===== src/logic/mscg_consts.svh =====
/*
 * Constants of the marker and symbol clock generator: register offsets,
 * field positions, reset values and timing figures.
 * Assumes inclusion by the package, the top module, the checker and the bench.
 */
`ifndef MSCG_CONSTS_SVH
`define MSCG_CONSTS_SVH

`define MSCG_NMARK 2
`define MSCG_A_CTRL 8'h00
`define MSCG_A_SYMDIV 8'h04
`define MSCG_A_MULT 8'h08
`define MSCG_A_BITS 8'h0C
`define MSCG_A_FREQ 8'h10
`define MSCG_A_DMIN 8'h14
`define MSCG_A_DMAX 8'h18
`define MSCG_MK0_PAGE 3'h1
`define MSCG_MK1_PAGE 3'h2
`define MSCG_F_MODE 3'h0
`define MSCG_F_PDIV 3'h1
`define MSCG_F_PATLO 3'h2
`define MSCG_F_PATHI 3'h3
`define MSCG_F_PLEN 3'h4
`define MSCG_F_ON 3'h5
`define MSCG_F_OFF 3'h6
`define MSCG_F_DLY 3'h7
`define MSCG_C_EXT 0
`define MSCG_C_MODE_LO 1
`define MSCG_C_MODE_HI 2
`define MSCG_C_POL 3
`define MSCG_C_FIX 4
`define MSCG_DLY_MIN 16'h0000
`define MSCG_DLY_MAX 16'h003F
`define MSCG_HIST 63
`define MSCG_SYMDIV_RST 16'h0004
`define MSCG_MULT_RST 16'h0002
`define MSCG_BITS_RST 16'h0002
`define MSCG_PDIV_RST 16'h0002
`define MSCG_ONOFF_RST 16'h0001
`define MSCG_PLEN_MAX 7'h40
`define MSCG_PCLK_KHZ 50000
`define MSCG_GATE_US 1000

`endif


===== src/logic/mscg_pkg.sv =====
/*
 * Types of the marker and symbol clock generator.
 * Assumes the constants header sits beside it.
 */
`include "mscg_consts.svh"

package mscg_pkg;

   typedef enum logic [1:0] {MSCG_LIST, MSCG_PULSE, MSCG_PATTERN, MSCG_ONOFF} mscg_mk_mode_t;

   typedef enum logic [1:0] {MSCG_CK_SYM, MSCG_CK_MULTI, MSCG_CK_BIT} mscg_ck_mode_t;

   typedef struct packed
   {
      mscg_mk_mode_t mode;
      logic [15:0] pdiv;
      logic [63:0] pattern;
      logic [6:0] plen;
      logic [15:0] on_t;
      logic [15:0] off_t;
      logic [15:0] delay;
   } mscg_mkcfg_t;

   typedef struct packed
   {
      logic ext;
      mscg_ck_mode_t mode;
      logic pol;
      logic fix;
      logic [15:0] symdiv;
      logic [15:0] mult;
      logic [15:0] bits;
   } mscg_ckcfg_t;

endpackage


===== src/logic/mscg_top.sv =====
/*
 * Marker generator and symbol clock source selection, APB slave.
 * Assumes a 50 MHz pclk, an external clock pin slower than pclk/4,
 * and control list marker bits from logic on pclk.
 */
// Summary of operation
// Pulse mode: marker frequency is sample rate divided by programmable divider.
// List-driven mode: marker follows control list marker bit.
// Pattern mode: marker from programmable pattern up to 64 bits.
// One pattern bit per symbol, wrapping after last bit, repeating.
// On/off mode: period is one active then one inactive interval.
// Separate active and inactive counts, in whole symbols.
// Per-marker delay in symbols from signal start to marker.
// Minimum and maximum no-restart delay are readable.
// Delay-fix option clamps delay to no-restart range; changes apply live.
// Delay change outside that range restarts marker and signal generation.
// Internal source: symbol timing from internal clock, external pin ignored.
// External source: symbol timing from clock pin, symbol rate or multiple.
// Supplied external clock must match programmed rate within two percent.
// External clock polarity is selectable.
// Symbol clock mode: each active edge is one symbol.
// Multiple mode: external clock divided by the multiplier.
// Bit mode: external bit clock divided into symbol clock.
// Multiple and bit modes refused while external data source selected.
// External clock frequency measured continuously while external selected.
`include "mscg_consts.svh"

module mscg_top
   import mscg_pkg::*;
#(
   parameter int unsigned GATE_CYC = `MSCG_GATE_US * (`MSCG_PCLK_KHZ / 1000)
)
(
   input wire logic pclk,
   input wire logic presetn,
   input wire logic psel,
   input wire logic penable,
   input wire logic pwrite,
   input wire logic [7:0] paddr,
   input wire logic [31:0] pwdata,
   output logic [31:0] prdata,
   output logic pready,
   output logic pslverr,
   input wire logic ext_clk_in,
   input wire logic ext_data_sel,
   input wire logic [1:0] list_marker,
   output logic [1:0] marker_out,
   output logic sym_tick,
   output logic gen_restart
);

   localparam int NM = `MSCG_NMARK;

   function automatic logic [16:0] wrap_next(input logic [16:0] cnt, input logic [16:0] lim);
      if (cnt + 17'h00001 >= lim)
         wrap_next = 17'h00000;
      else
         wrap_next = cnt + 17'h00001;
   endfunction

   function automatic logic [16:0] lim_of(input logic [15:0] v);
      lim_of = (v == 16'h0000) ? 17'h00001 : {1'b0, v};
   endfunction

   function automatic logic [15:0] coarse_of(input logic [15:0] d);
      coarse_of = (d > `MSCG_DLY_MAX) ? d - `MSCG_DLY_MAX : 16'h0000;
   endfunction

   mscg_ckcfg_t ck;
   mscg_mkcfg_t mk [NM];
   logic [2:0] ext_sync;
   logic ext_lvl;
   logic ext_lvl_d;
   logic [16:0] int_cnt;
   logic [16:0] ext_cnt;
   logic [31:0] gate_cnt;
   logic [31:0] edge_cnt;
   logic [31:0] freq_cnt;
   logic [16:0] mcnt [NM];
   logic [15:0] hold [NM];
   logic [`MSCG_HIST-1:0] hist [NM];

   // APB decode.
   wire setup_ph = psel & ~penable;
   wire acc_ph = psel & penable;
   wire wr_en = acc_ph & pwrite;
   wire word_ok = (paddr[1:0] == 2'b00);
   wire [2:0] page = paddr[7:5];
   wire [2:0] fld = paddr[4:2];
   wire mk_hit = word_ok & ((page == `MSCG_MK0_PAGE) | (page == `MSCG_MK1_PAGE));
   wire mk_idx = (page == `MSCG_MK1_PAGE);
   wire wr_mk = wr_en & mk_hit;
   wire wr_ctrl = wr_en & (paddr == `MSCG_A_CTRL);
   wire wr_symdiv = wr_en & (paddr == `MSCG_A_SYMDIV);
   wire wr_mult = wr_en & (paddr == `MSCG_A_MULT);
   wire wr_bits = wr_en & (paddr == `MSCG_A_BITS);
   wire wr_dly = wr_mk & (fld == `MSCG_F_DLY);

   // Delay write: clamp when fixed, restart when the value changes and the old or new value lies outside the live range.
   wire [15:0] dly_raw = pwdata[15:0];
   wire [15:0] dly_clamp = (dly_raw > `MSCG_DLY_MAX) ? `MSCG_DLY_MAX :
                           (dly_raw < `MSCG_DLY_MIN) ? `MSCG_DLY_MIN : dly_raw;
   wire [15:0] dly_new = ck.fix ? dly_clamp : dly_raw;
   wire [15:0] dly_old = mk[mk_idx].delay;
   wire dly_out = (dly_new > `MSCG_DLY_MAX) | (dly_old > `MSCG_DLY_MAX);
   wire restart_req = wr_dly & dly_out & (dly_new != dly_old);

   // A mode that needs clock division is refused while external data is in use.
   wire [1:0] mode_req = pwdata[`MSCG_C_MODE_HI:`MSCG_C_MODE_LO];
   wire mode_ok = ~ext_data_sel & ((mode_req == 2'd1) | (mode_req == 2'd2));
   wire [1:0] mode_sel = mode_ok ? mode_req : 2'd0;
   wire ck_eff_sym = ext_data_sel | (ck.mode == MSCG_CK_SYM);

   // Symbol clock generation.
   wire ext_edge = ck.pol ? (ext_lvl_d & ~ext_lvl) : (~ext_lvl_d & ext_lvl);
   wire [16:0] ext_lim = ck_eff_sym ? 17'h00001 :
                         (ck.mode == MSCG_CK_MULTI) ? lim_of(ck.mult) :
                         lim_of(ck.bits);
   wire [16:0] ext_next = wrap_next(ext_cnt, ext_lim);
   wire [16:0] int_next = wrap_next(int_cnt, lim_of(ck.symdiv));
   wire ext_tick = ext_edge & (ext_next == 17'h00000);
   wire int_tick = (int_next == 17'h00000);
   wire next_tick = ck.ext ? ext_tick : int_tick;

   always_ff @(posedge pclk or negedge presetn)
   begin
      if (!presetn)
      begin
         ck.ext <= 1'b0;
         ck.mode <= MSCG_CK_SYM;
         ck.pol <= 1'b0;
         ck.fix <= 1'b0;
         ck.symdiv <= `MSCG_SYMDIV_RST;
         ck.mult <= `MSCG_MULT_RST;
         ck.bits <= `MSCG_BITS_RST;
      end
      else
      begin
         if (wr_ctrl)
         begin
            ck.ext <= pwdata[`MSCG_C_EXT];
            ck.mode <= mscg_ck_mode_t'(mode_sel);
            ck.pol <= pwdata[`MSCG_C_POL];
            ck.fix <= pwdata[`MSCG_C_FIX];
         end
         if (wr_symdiv)
            ck.symdiv <= pwdata[15:0];
         if (wr_mult)
            ck.mult <= pwdata[15:0];
         if (wr_bits)
            ck.bits <= pwdata[15:0];
      end
   end

   // Marker configuration registers.
   always_ff @(posedge pclk or negedge presetn)
   begin
      if (!presetn)
      begin
         for (int m = 0; m < NM; m++)
         begin
            mk[m].mode <= MSCG_PULSE;
            mk[m].pdiv <= `MSCG_PDIV_RST;
            mk[m].pattern <= 64'h0000_0000_0000_0000;
            mk[m].plen <= `MSCG_PLEN_MAX;
            mk[m].on_t <= `MSCG_ONOFF_RST;
            mk[m].off_t <= `MSCG_ONOFF_RST;
            mk[m].delay <= `MSCG_DLY_MIN;
         end
      end
      else if (wr_mk)
      begin
         if (fld == `MSCG_F_MODE)
            mk[mk_idx].mode <= mscg_mk_mode_t'(pwdata[1:0]);
         else if (fld == `MSCG_F_PDIV)
            mk[mk_idx].pdiv <= pwdata[15:0];
         else if (fld == `MSCG_F_PATLO)
            mk[mk_idx].pattern[31:0] <= pwdata;
         else if (fld == `MSCG_F_PATHI)
            mk[mk_idx].pattern[63:32] <= pwdata;
         else if (fld == `MSCG_F_PLEN)
            mk[mk_idx].plen <= (pwdata > {25'h0000000, `MSCG_PLEN_MAX}) ?
                               `MSCG_PLEN_MAX : pwdata[6:0];
         else if (fld == `MSCG_F_ON)
            mk[mk_idx].on_t <= pwdata[15:0];
         else if (fld == `MSCG_F_OFF)
            mk[mk_idx].off_t <= pwdata[15:0];
         else
            mk[mk_idx].delay <= dly_new;
      end
   end

   // External pin: three stages, a change is taken once stages two and three agree.
   always_ff @(posedge pclk or negedge presetn)
   begin
      if (!presetn)
      begin
         ext_sync <= 3'b000;
         ext_lvl <= 1'b0;
         ext_lvl_d <= 1'b0;
      end
      else
      begin
         ext_sync <= {ext_sync[1:0], ext_clk_in};
         if (ext_sync[2] == ext_sync[1])
            ext_lvl <= ext_sync[2];
         ext_lvl_d <= ext_lvl;
      end
   end

   always_ff @(posedge pclk or negedge presetn)
   begin
      if (!presetn)
      begin
         int_cnt <= 17'h00000;
         ext_cnt <= 17'h00000;
         sym_tick <= 1'b0;
      end
      else
      begin
         int_cnt <= ck.ext ? 17'h00000 : int_next;
         if (!ck.ext)
            ext_cnt <= 17'h00000;
         else if (ext_edge)
            ext_cnt <= ext_next;
         sym_tick <= next_tick;
      end
   end

   // Frequency: active edges counted over a fixed gate while external is selected.
   always_ff @(posedge pclk or negedge presetn)
   begin
      if (!presetn)
      begin
         gate_cnt <= 32'h0000_0000;
         edge_cnt <= 32'h0000_0000;
         freq_cnt <= 32'h0000_0000;
      end
      else if (!ck.ext)
      begin
         gate_cnt <= 32'h0000_0000;
         edge_cnt <= 32'h0000_0000;
         freq_cnt <= 32'h0000_0000;
      end
      else if (gate_cnt >= GATE_CYC - 1)
      begin
         gate_cnt <= 32'h0000_0000;
         edge_cnt <= 32'h0000_0000;
         freq_cnt <= edge_cnt + {31'h0000_0000, ext_edge};
      end
      else
      begin
         gate_cnt <= gate_cnt + 32'h0000_0001;
         edge_cnt <= edge_cnt + {31'h0000_0000, ext_edge};
      end
   end

   // Marker sources per marker.
   logic [16:0] mlim [NM];
   logic mraw [NM];
   logic mdel [NM];
   logic [15:0] tap [NM];

   always_comb
   begin
      for (int m = 0; m < NM; m++)
      begin
         tap[m] = (mk[m].delay > `MSCG_DLY_MAX) ? `MSCG_DLY_MAX : mk[m].delay;
         case (mk[m].mode)
            MSCG_PULSE:
            begin
               mlim[m] = lim_of(mk[m].pdiv);
               mraw[m] = (mcnt[m] < ((mlim[m] + 17'h00001) >> 1));
            end
            MSCG_PATTERN:
            begin
               mlim[m] = lim_of({9'h000, mk[m].plen});
               mraw[m] = mk[m].pattern[mcnt[m][5:0]];
            end
            MSCG_ONOFF:
            begin
               mlim[m] = {1'b0, mk[m].on_t} + {1'b0, mk[m].off_t};
               mraw[m] = (mcnt[m] < {1'b0, mk[m].on_t});
            end
            default:
            begin
               mlim[m] = 17'h00001;
               mraw[m] = list_marker[m];
            end
         endcase
         mdel[m] = (tap[m] == 16'h0000) ? mraw[m] : hist[m][tap[m][5:0] - 6'h01];
      end
   end

   // A restart clears every marker source and replays the part of the delay
   // that the history cannot hold as a hold-off in symbols.
   always_ff @(posedge pclk or negedge presetn)
   begin
      if (!presetn)
      begin
         gen_restart <= 1'b0;
         marker_out <= 2'b00;
         for (int m = 0; m < NM; m++)
         begin
            mcnt[m] <= 17'h00000;
            hold[m] <= 16'h0000;
            hist[m] <= '0;
         end
      end
      else
      begin
         gen_restart <= restart_req;
         for (int m = 0; m < NM; m++)
         begin
            if (gen_restart)
            begin
               mcnt[m] <= 17'h00000;
               hist[m] <= '0;
               hold[m] <= coarse_of(mk[m].delay);
            end
            else if (sym_tick)
            begin
               if (hold[m] != 16'h0000)
                  hold[m] <= hold[m] - 16'h0001;
               else
               begin
                  mcnt[m] <= wrap_next(mcnt[m], mlim[m]);
                  hist[m] <= {hist[m][`MSCG_HIST-2:0], mraw[m]};
               end
            end
            marker_out[m] <= (hold[m] == 16'h0000) & mdel[m];
         end
      end
   end

   // Read path, captured in the setup phase so prdata comes from a flip-flop.
   logic [31:0] rd_val;
   logic rd_hit;

   always_comb
   begin
      rd_val = 32'h0000_0000;
      rd_hit = 1'b1;
      if (paddr == `MSCG_A_CTRL)
         rd_val = {27'h0, ck.fix, ck.pol, ck.mode, ck.ext};
      else if (paddr == `MSCG_A_SYMDIV)
         rd_val = {16'h0000, ck.symdiv};
      else if (paddr == `MSCG_A_MULT)
         rd_val = {16'h0000, ck.mult};
      else if (paddr == `MSCG_A_BITS)
         rd_val = {16'h0000, ck.bits};
      else if (paddr == `MSCG_A_FREQ)
         rd_val = freq_cnt;
      else if (paddr == `MSCG_A_DMIN)
         rd_val = {16'h0000, `MSCG_DLY_MIN};
      else if (paddr == `MSCG_A_DMAX)
         rd_val = {16'h0000, `MSCG_DLY_MAX};
      else if (mk_hit && fld == `MSCG_F_MODE)
         rd_val = {30'h0, mk[mk_idx].mode};
      else if (mk_hit && fld == `MSCG_F_PDIV)
         rd_val = {16'h0000, mk[mk_idx].pdiv};
      else if (mk_hit && fld == `MSCG_F_PATLO)
         rd_val = mk[mk_idx].pattern[31:0];
      else if (mk_hit && fld == `MSCG_F_PATHI)
         rd_val = mk[mk_idx].pattern[63:32];
      else if (mk_hit && fld == `MSCG_F_PLEN)
         rd_val = {25'h0, mk[mk_idx].plen};
      else if (mk_hit && fld == `MSCG_F_ON)
         rd_val = {16'h0000, mk[mk_idx].on_t};
      else if (mk_hit && fld == `MSCG_F_OFF)
         rd_val = {16'h0000, mk[mk_idx].off_t};
      else if (mk_hit)
         rd_val = {16'h0000, mk[mk_idx].delay};
      else
         rd_hit = 1'b0;
   end

   always_ff @(posedge pclk or negedge presetn)
   begin
      if (!presetn)
      begin
         prdata <= 32'h0000_0000;
         pslverr <= 1'b0;
      end
      else if (setup_ph)
      begin
         prdata <= pwrite ? 32'h0000_0000 : rd_val;
         pslverr <= ~rd_hit;
      end
   end

   assign pready = acc_ph;

endmodule


===== config.mk =====
export PLATFORM = sky130hd
export DESIGN_NAME = mscg_top
export DESIGN_NICKNAME = d
export VERILOG_FILES = /design/src/logic/mscg_pkg.sv /design/src/logic/mscg_top.sv
export VERILOG_INCLUDE_DIRS = /design/src /design/src/logic
export SDC_FILE = /design/constraint.sdc
export NUM_CORES = 2
export LEC_CHECK = 0
export BUFFER_PORTS_ARGS = -buffer_cell sky130_fd_sc_hd__buf_2
export CAP_MARGIN = 15
export CORE_MARGIN = 8
export CORE_UTILIZATION = 55
export CTS_BUF_LIST = sky130_fd_sc_hd__clkbuf_2
export DETAILED_ROUTE_END_ITERATION = 10
export GPL_TIMING_DRIVEN = 0
export HOLD_SLACK_MARGIN = 0.1
export PLACE_DENSITY_LB_ADDON = 0.1
export SLEW_MARGIN = 15
export SYNTH_ARGS = -nofsm -noshare
export SYNTH_HDL_FRONTEND = slang
export SYNTH_SLANG_ARGS = --single-unit

===== constraint.sdc =====
create_clock -name pclk -period 5 [get_ports pclk]
set_clock_uncertainty 0.15 [all_clocks]
set_input_delay 0.25 -clock pclk [delete_from_list [all_inputs] [get_ports pclk]]
set_output_delay 0.25 -clock pclk [all_outputs]
set_load 0.1 [all_outputs]

# --- Word-level counts from Yosys, hierarchy flattened ---
# Index checks and enable logic that the tools add are counted.
totals:
  ff_bits: 691
  in_bits: 49
  output_inout_bits: 38
  word_cells: 300
classes:
  addsub: 16
  order_cmp: 22
  eq_ne: 30
  mux: 130
  n_bitwise: 28
  n_reduce_logical: 34
ops:
  columns: ["op", "n"]
  rows:
  - ["$bwmux 274", 8]
  - ["$mux 274", 7]
  - ["$demux 137 s1", 8]
  - ["$mux 32", 19]
  - ["$mux 137", 4]
  - ["$mux 16", 25]
  - ["$mux 63", 6]
  - ["$mux 17", 13]
  - ["$logic_not 16->1", 9]
  - ["$mux 135", 1]
  - ["$mux 119", 1]
  - ["$pmux 17 s3", 2]
  - ["$mux 87", 1]
  - ["$gt 16x6->1 const B", 5]
  - ["$add 17x1->17 const B", 4]
  - ["$lt 17x16->1", 4]
  - ["$mux 55", 1]
  - ["$mux 48", 1]
  - ["$add 16x1->17 const B", 2]
  - ["$add 16x16->17", 2]
  - ["$ge 17x16->1", 2]
  - ["$ge 17x17->1", 2]
  - ["$logic_not 17->1", 2]
  - ["$add 32x1->32", 1]
  - ["39 further kinds", 130]

# --- Logic depth before layout (Yosys ltp) ---
depth:
  depth_word: 21
  mapped_depth: 19
  depth_no_buf: 18

# --- Worst setup path after synthesis ---
# No wires, ideal clock.
synth_timing:
  path_type: "reg-to-reg"
  from: "reg mk[16] in the netlist's numbering"
  to: "reg mcnt[1] in the netlist's numbering"
  setup_ns: 0.066
  arrival_ns: 4.134
  required_ns: 4.784
  path_slack_ns: 0.650
  path_stages_with_launch: 19
  n_path_buf: 2
  period_less_slack_ns: 4.350
  path_cell_list: "dfstp_2 > ha_1 > fa_1 > a21o_1 > a21oi_1 > o2111ai_1 > a21bo_2 > o41ai_1 > o21ai_0 > or3_1 > o211ai_1 > ha_1 > o2111a_1 > nand3_1 > a211oi_1 > nor3_1 > buf_2 > buf_2 > a22o_1"
synth_between:
  elab_chain_len: 7
synth_rtl:
  columns: ["element", "line", "rtl"]
  rows:
  - ["start, declared", "mscg_top.sv:70", "mscg_mkcfg_t mk [NM];"]
  - ["$add 16x16->17", "mscg_top.sv:282", "mlim[m] = {1'b0, mk[m].on_t} + {1'b0, mk[m].off_t};"]
  - ["$pmux 17 s3", "mscg_top.sv:269", "case (mk[m].mode)"]
  - ["$ge 17x17->1", "mscg_top.sv:55", "if (cnt + 17'h00001 >= lim)"]
  - ["$mux 17", "mscg_top.sv:55", null]
  - ["$mux 17", "mscg_top.sv:323", "if (hold[m] != 16'h0000)"]
  - ["$mux 17", "mscg_top.sv:321", "else if (sym_tick)"]
  - ["$mux 17", "mscg_top.sv:315", "if (gen_restart)"]
  - ["end signal, assigned by index", "mscg_top.sv:327", "mcnt[m] <= wrap_next(mcnt[m], mlim[m]);"]
  - ["end, declared", "mscg_top.sv:79", "logic [16:0] mcnt [NM];"]
# No other way between the ends. The select of a mux whose other input is x is not followed.
# A chain may end at the register's enable or synchronous reset.

# --- Final worst setup path ---
layout_timing:
  from: "in paddr[6]"
  to: "reg mk[236] in the netlist's numbering"
layout_between:
  elab_chain_len: 11
  word_cells_on_any_way: 33
  cone_classes: "2 x order compare; 2 x eq/ne; 24 x mux; 4 x bitwise; 1 x reduce/logical"
layout_rtl:
  columns: ["element", "line", "rtl"]
  rows:
  - ["start, declared", "mscg_top.sv:39", "input wire logic [7:0] paddr,"]
  - ["$eq 3x2->1 (no line)", null, null]
  - ["$not 1->2", null, null]
  - ["$ge 2x2->1 (not written as such), or another cell as far along", "mscg_top.sv:180", "mk[mk_idx].pattern[63:32] <= pwdata;"]
  - ["$logic_and 1x1->1 (not written as such), or another cell as far along", "mscg_top.sv:180", null]
  - ["$mux 119 (not written as such) or $mux 274 (tied branches)", "mscg_top.sv:180, mscg_top.sv:186", null]
  - ["$demux 137 s1 or $mux 274 (tied branches)", "mscg_top.sv:180, mscg_top.sv:184", null]
  - ["$bwmux 274 or $mux 274 (tied branches)", "mscg_top.sv:180, mscg_top.sv:181", null]
  - ["$mux 274", "mscg_top.sv:179", "else if (fld == `MSCG_F_PATHI)"]
  - ["$mux 274", "mscg_top.sv:177", "else if (fld == `MSCG_F_PATLO)"]
  - ["$mux 274", "mscg_top.sv:175", "else if (fld == `MSCG_F_PDIV)"]
  - ["$mux 274", "mscg_top.sv:173", "if (fld == `MSCG_F_MODE)"]
# Several ways; a longest one is shown, not always the timed one.

==> flow_summary.yaml <==
final_layout:
  drive_above_1_share_pct: 16.95
  post-route-util_pct: 62.61
  stdcell_area_um2: 45520
  fin_nets: 4738
  syn2layout_area_growth_pct: 13.27
place:
  dpl_cell_area_um2: 42090
  routabilityCongestion: 1.032
  port_buffers: 83
  dpl.hpwl_mm: 97.55
sta:
  fmax_mhz: 198.4
  finalCritPeriodShare_pct: 100.8
  final.setup.tns_ns: -0.1666
  slew_headroom_pct: 18.37
  worst_slew_pin_slew_ns: 1.224
  setup_viol_count_final: 6
  layout_min_cycle_time_ns: 5.039
  hold_viol: 0
  final-max-slew-violation-count: 0
  hold_ws_ns: 0.1032
  worst_slack_ns: -0.03949
synth:
  synth_seq_cells: 691
  synth_ff_type: "dfrtp_1"
  async_flop_share_pct: 100.0
  yosysTopAreaCell: "dfrtp_1"
  synth.avg_cell_area_um2: 9.896
  yosysSeqAreaShare_pct: 43.07
  synth_warnings: 0
  synth_common_cells: "dfrtp_1 (678), nand2_1 (495), nor2_1 (293), mux2_2 (247), clkbuf_1 (225)"
  ys_top_cells_by_area: "dfrtp_1 (42%), mux2_2 (6.9%), ha_1 (5.4%)"
  yosys.area.top_type_share_pct: 42.22
  synthesis.instances: 4061
  syn_area_um2: 40190
  synth-edff-count: 0
  synth.most_common_cell: "dfrtp_1"
  synthDistinctLibCells: 87
worst_setup_path:
  cp-start-kind: "input pin"
  cp.arrival_ns: 6.17
  path_class: "input pin to flip-flop"
  cp_data_required_time_ns: 6.13
  reg2reg_depth: 15
  critPathMaxFanout: 10
  cp-end-kind: "flip-flop"
drt:
  via_count: 34929
  ant_nets: 0
  wl_mm: 135.2
  viasPerCell: 6.218
  drc_errors: 0
  dr.pass1.iters: 6
  drt_iter0_markers: 3323
  routedWlPerCell_um: 24.07
outcome:
  violations: "negative setup slack"
  outcome: "finished with violations"
global_route:
  gr-usage-all-layers_pct: 32.53
  grt_pass1_wl_mm: 206.6
  overflow: 0
  antenna_found_initial: 6
  first_global_vias: 34198
  grt_max_degree: 110
clocking:
  clock-sinks: 691
  cts_tree: "done"
  cts_htree_levels: 4
  clockBufferDepth: 3
  cts_buffers: 183
  cts-root-buf: "clkbuf_2"
  clkLatencyLatePin_ns: 1.49
  clk_pin_slew_ns: 0.11
job:
  maxCapViolations: 0
hold_path:
  hold_depth: 0
  holdCritPathClass: "flip-flop to flip-flop"
floorplanning:
  die_w_um: 286.3
  top_level_ports: 87
  coreArea_um2: 72710
  fp.dieH_um: 286.3
  start_util_pct: 55.27
  dieArea_um2: 81970
  rows: 99
power_and_ir_drop:
  power.density_nw_per_um2: 254.5
  power.leakage_nw: 20.88
  ir_worst_vdd_mv: 0.2316
==> through the flow <==
stage          instances  worst slack, ns  total power, mW
6_report            5617         -0.03949            11.58
5_1_grt             5614        -0.008559            12.16
4_1_cts             5605       0.00002265            11.63
3_5_place_dp        5127          -0.5821            7.469
3_3_place_gp        5119           -11.38            7.433
2_1_floorplan       4077           0.6496            6.923
==> metal layers <==
| layer | part of all wire, % | routed length [um] | up-vias | track usage (%) |
|---|---|---|---|---|
| li1 | - | - | 15809 | - |
| met1 | 41 | 56100 | 17140 | 43.45 |
| met2 | 45 | 61410 | 1574 | 50.58 |
| met3 | 7.9 | 10640 | 402 | 6.382 |
| met4 | 5.1 | 6894 | 4 | 16.15 |
| met5 | 0.11 | 147 | - | 0 |
==> kinds of logic (layout without fill, tap and decap cells) <==
kind of cell,Yosys count,in the layout,share of synthesized area (%)
DFF,691,691,43.07
buffers and inverters,371,944,3.627
other,1,25,0.009331
adders and majority gates,176,176,5.511
AOI/OAI and AO/OA,910,910,15.39
xor gates and xnor gates,193,193,4.206
muxes,418,418,13.14
and+or+nand+nor,1301,1301,15.04
==> flip-flops by register name, indices dropped and copies added, names as in the netlist, 2 cells and up <==
| signal | flops |
|---|---|
| ext_sync | 3 |
| prdata | 32 |
| hold | 32 |
| gate_cnt | 32 |
| edge_cnt | 32 |
| mcnt | 34 |
| int_cnt | 17 |
| marker_out | 2 |
| mk | 274 |
| hist | 126 |
| freq_cnt | 32 |
| ck | 53 |
| ext_cnt | 17 |
==> cells in the final DEF, fill, tap and decap left out, types with 17 or more instances in the layout <==
master         instances
nand2b_1              25
o22ai_1               38
o21ai_0              212
inv_1                108
xnor2_1              109
nand2_1              495
nor2b_1               28
nor3_1                64
a211oi_1              49
dfrtp_1              678
nor2_1               290
and2_1                30
and3_1                48
buf_2                100
dlygate4sd3_1        157
mux4_2                54
or2_2                 31
o21a_1                18
mux2_2               247
nand4_1               43
clkbuf_2             274
or3_1                 23
mux2i_1              110
nand3_1              122
a31oi_1               42
a22oi_1               45
a21o_1                34
nor4_1                48
ha_1                 173
conb_1                17
clkbuf_1             212
xor2_1                84
clkinv_1              42
o22a_1                19
a21oi_1              156
a22o_1               145
==> worst paths after layout <==
path	from	endpoint	slack (ns)
hold reg to reg	ext_sync[0]$_DFF_PN0_	ext_sync[1]$_DFF_PN0_	0.10
min in group asynchronous	presetn	hist[90]$_DFFE_PN0P_	0.25
hold / removal	ext_sync[0]$_DFF_PN0_	ext_sync[1]$_DFF_PN0_	0.10
max in group asynchronous	presetn	gate_cnt[0]$_DFF_PN0_	3.03
setup reg to reg	mcnt[18]$_DFFE_PN0P_	mcnt[29]$_DFFE_PN0P_	0.14
setup / recovery	paddr[6]	mk[236]$_DFFE_PN0P_	-0.04
==> worst max-delay path, stage by stage <==
cell and delay [ns]:
dlygate4sd3_1 0.58, buf_2 0.16, dlygate4sd3_1 0.59, xnor2_1 0.14, dlygate4sd3_1 0.58, nor2_1 0.39
dlygate4sd3_1 0.96, nand3_1 0.17, dlygate4sd3_1 0.67, nor2_1 0.56, clkbuf_1 0.69, mux2_2 0.41
==> what timing repair did <==
item | CTS | global route
gates resized for setup | 7 | 24
setup buffers | 0 | 3
endpoints found under the hold margin | 1074 | 0
pin swaps | 0 | 1
hold buffers | 158 | 0
endpoints found under the setup margin | 35 | 43
==> power breakdown <==
part	internal, mW	total [mW]	switching, mW
clock network	1.53	4.09	2.56
registers	5.79	6.02	0.225
logic	0.567	1.47	0.907
total	7.89	11.6	3.69
==> final cells by class <==
cell class / count / area [um^2]
clock buffers: 262 / 1311
multi-input cells: 3015 / 21550
clock inverters: 59 / 387.9
plain buffers: 259 / 1064
diodes: 8 / 20.02
fillers: 6323 / 27190
inverters: 111 / 416.7
repair buffers: 253 / 2262
well taps: 959 / 1200
flip-flops and latches: 691 / 17310
(Power assumes the default switching activity.)
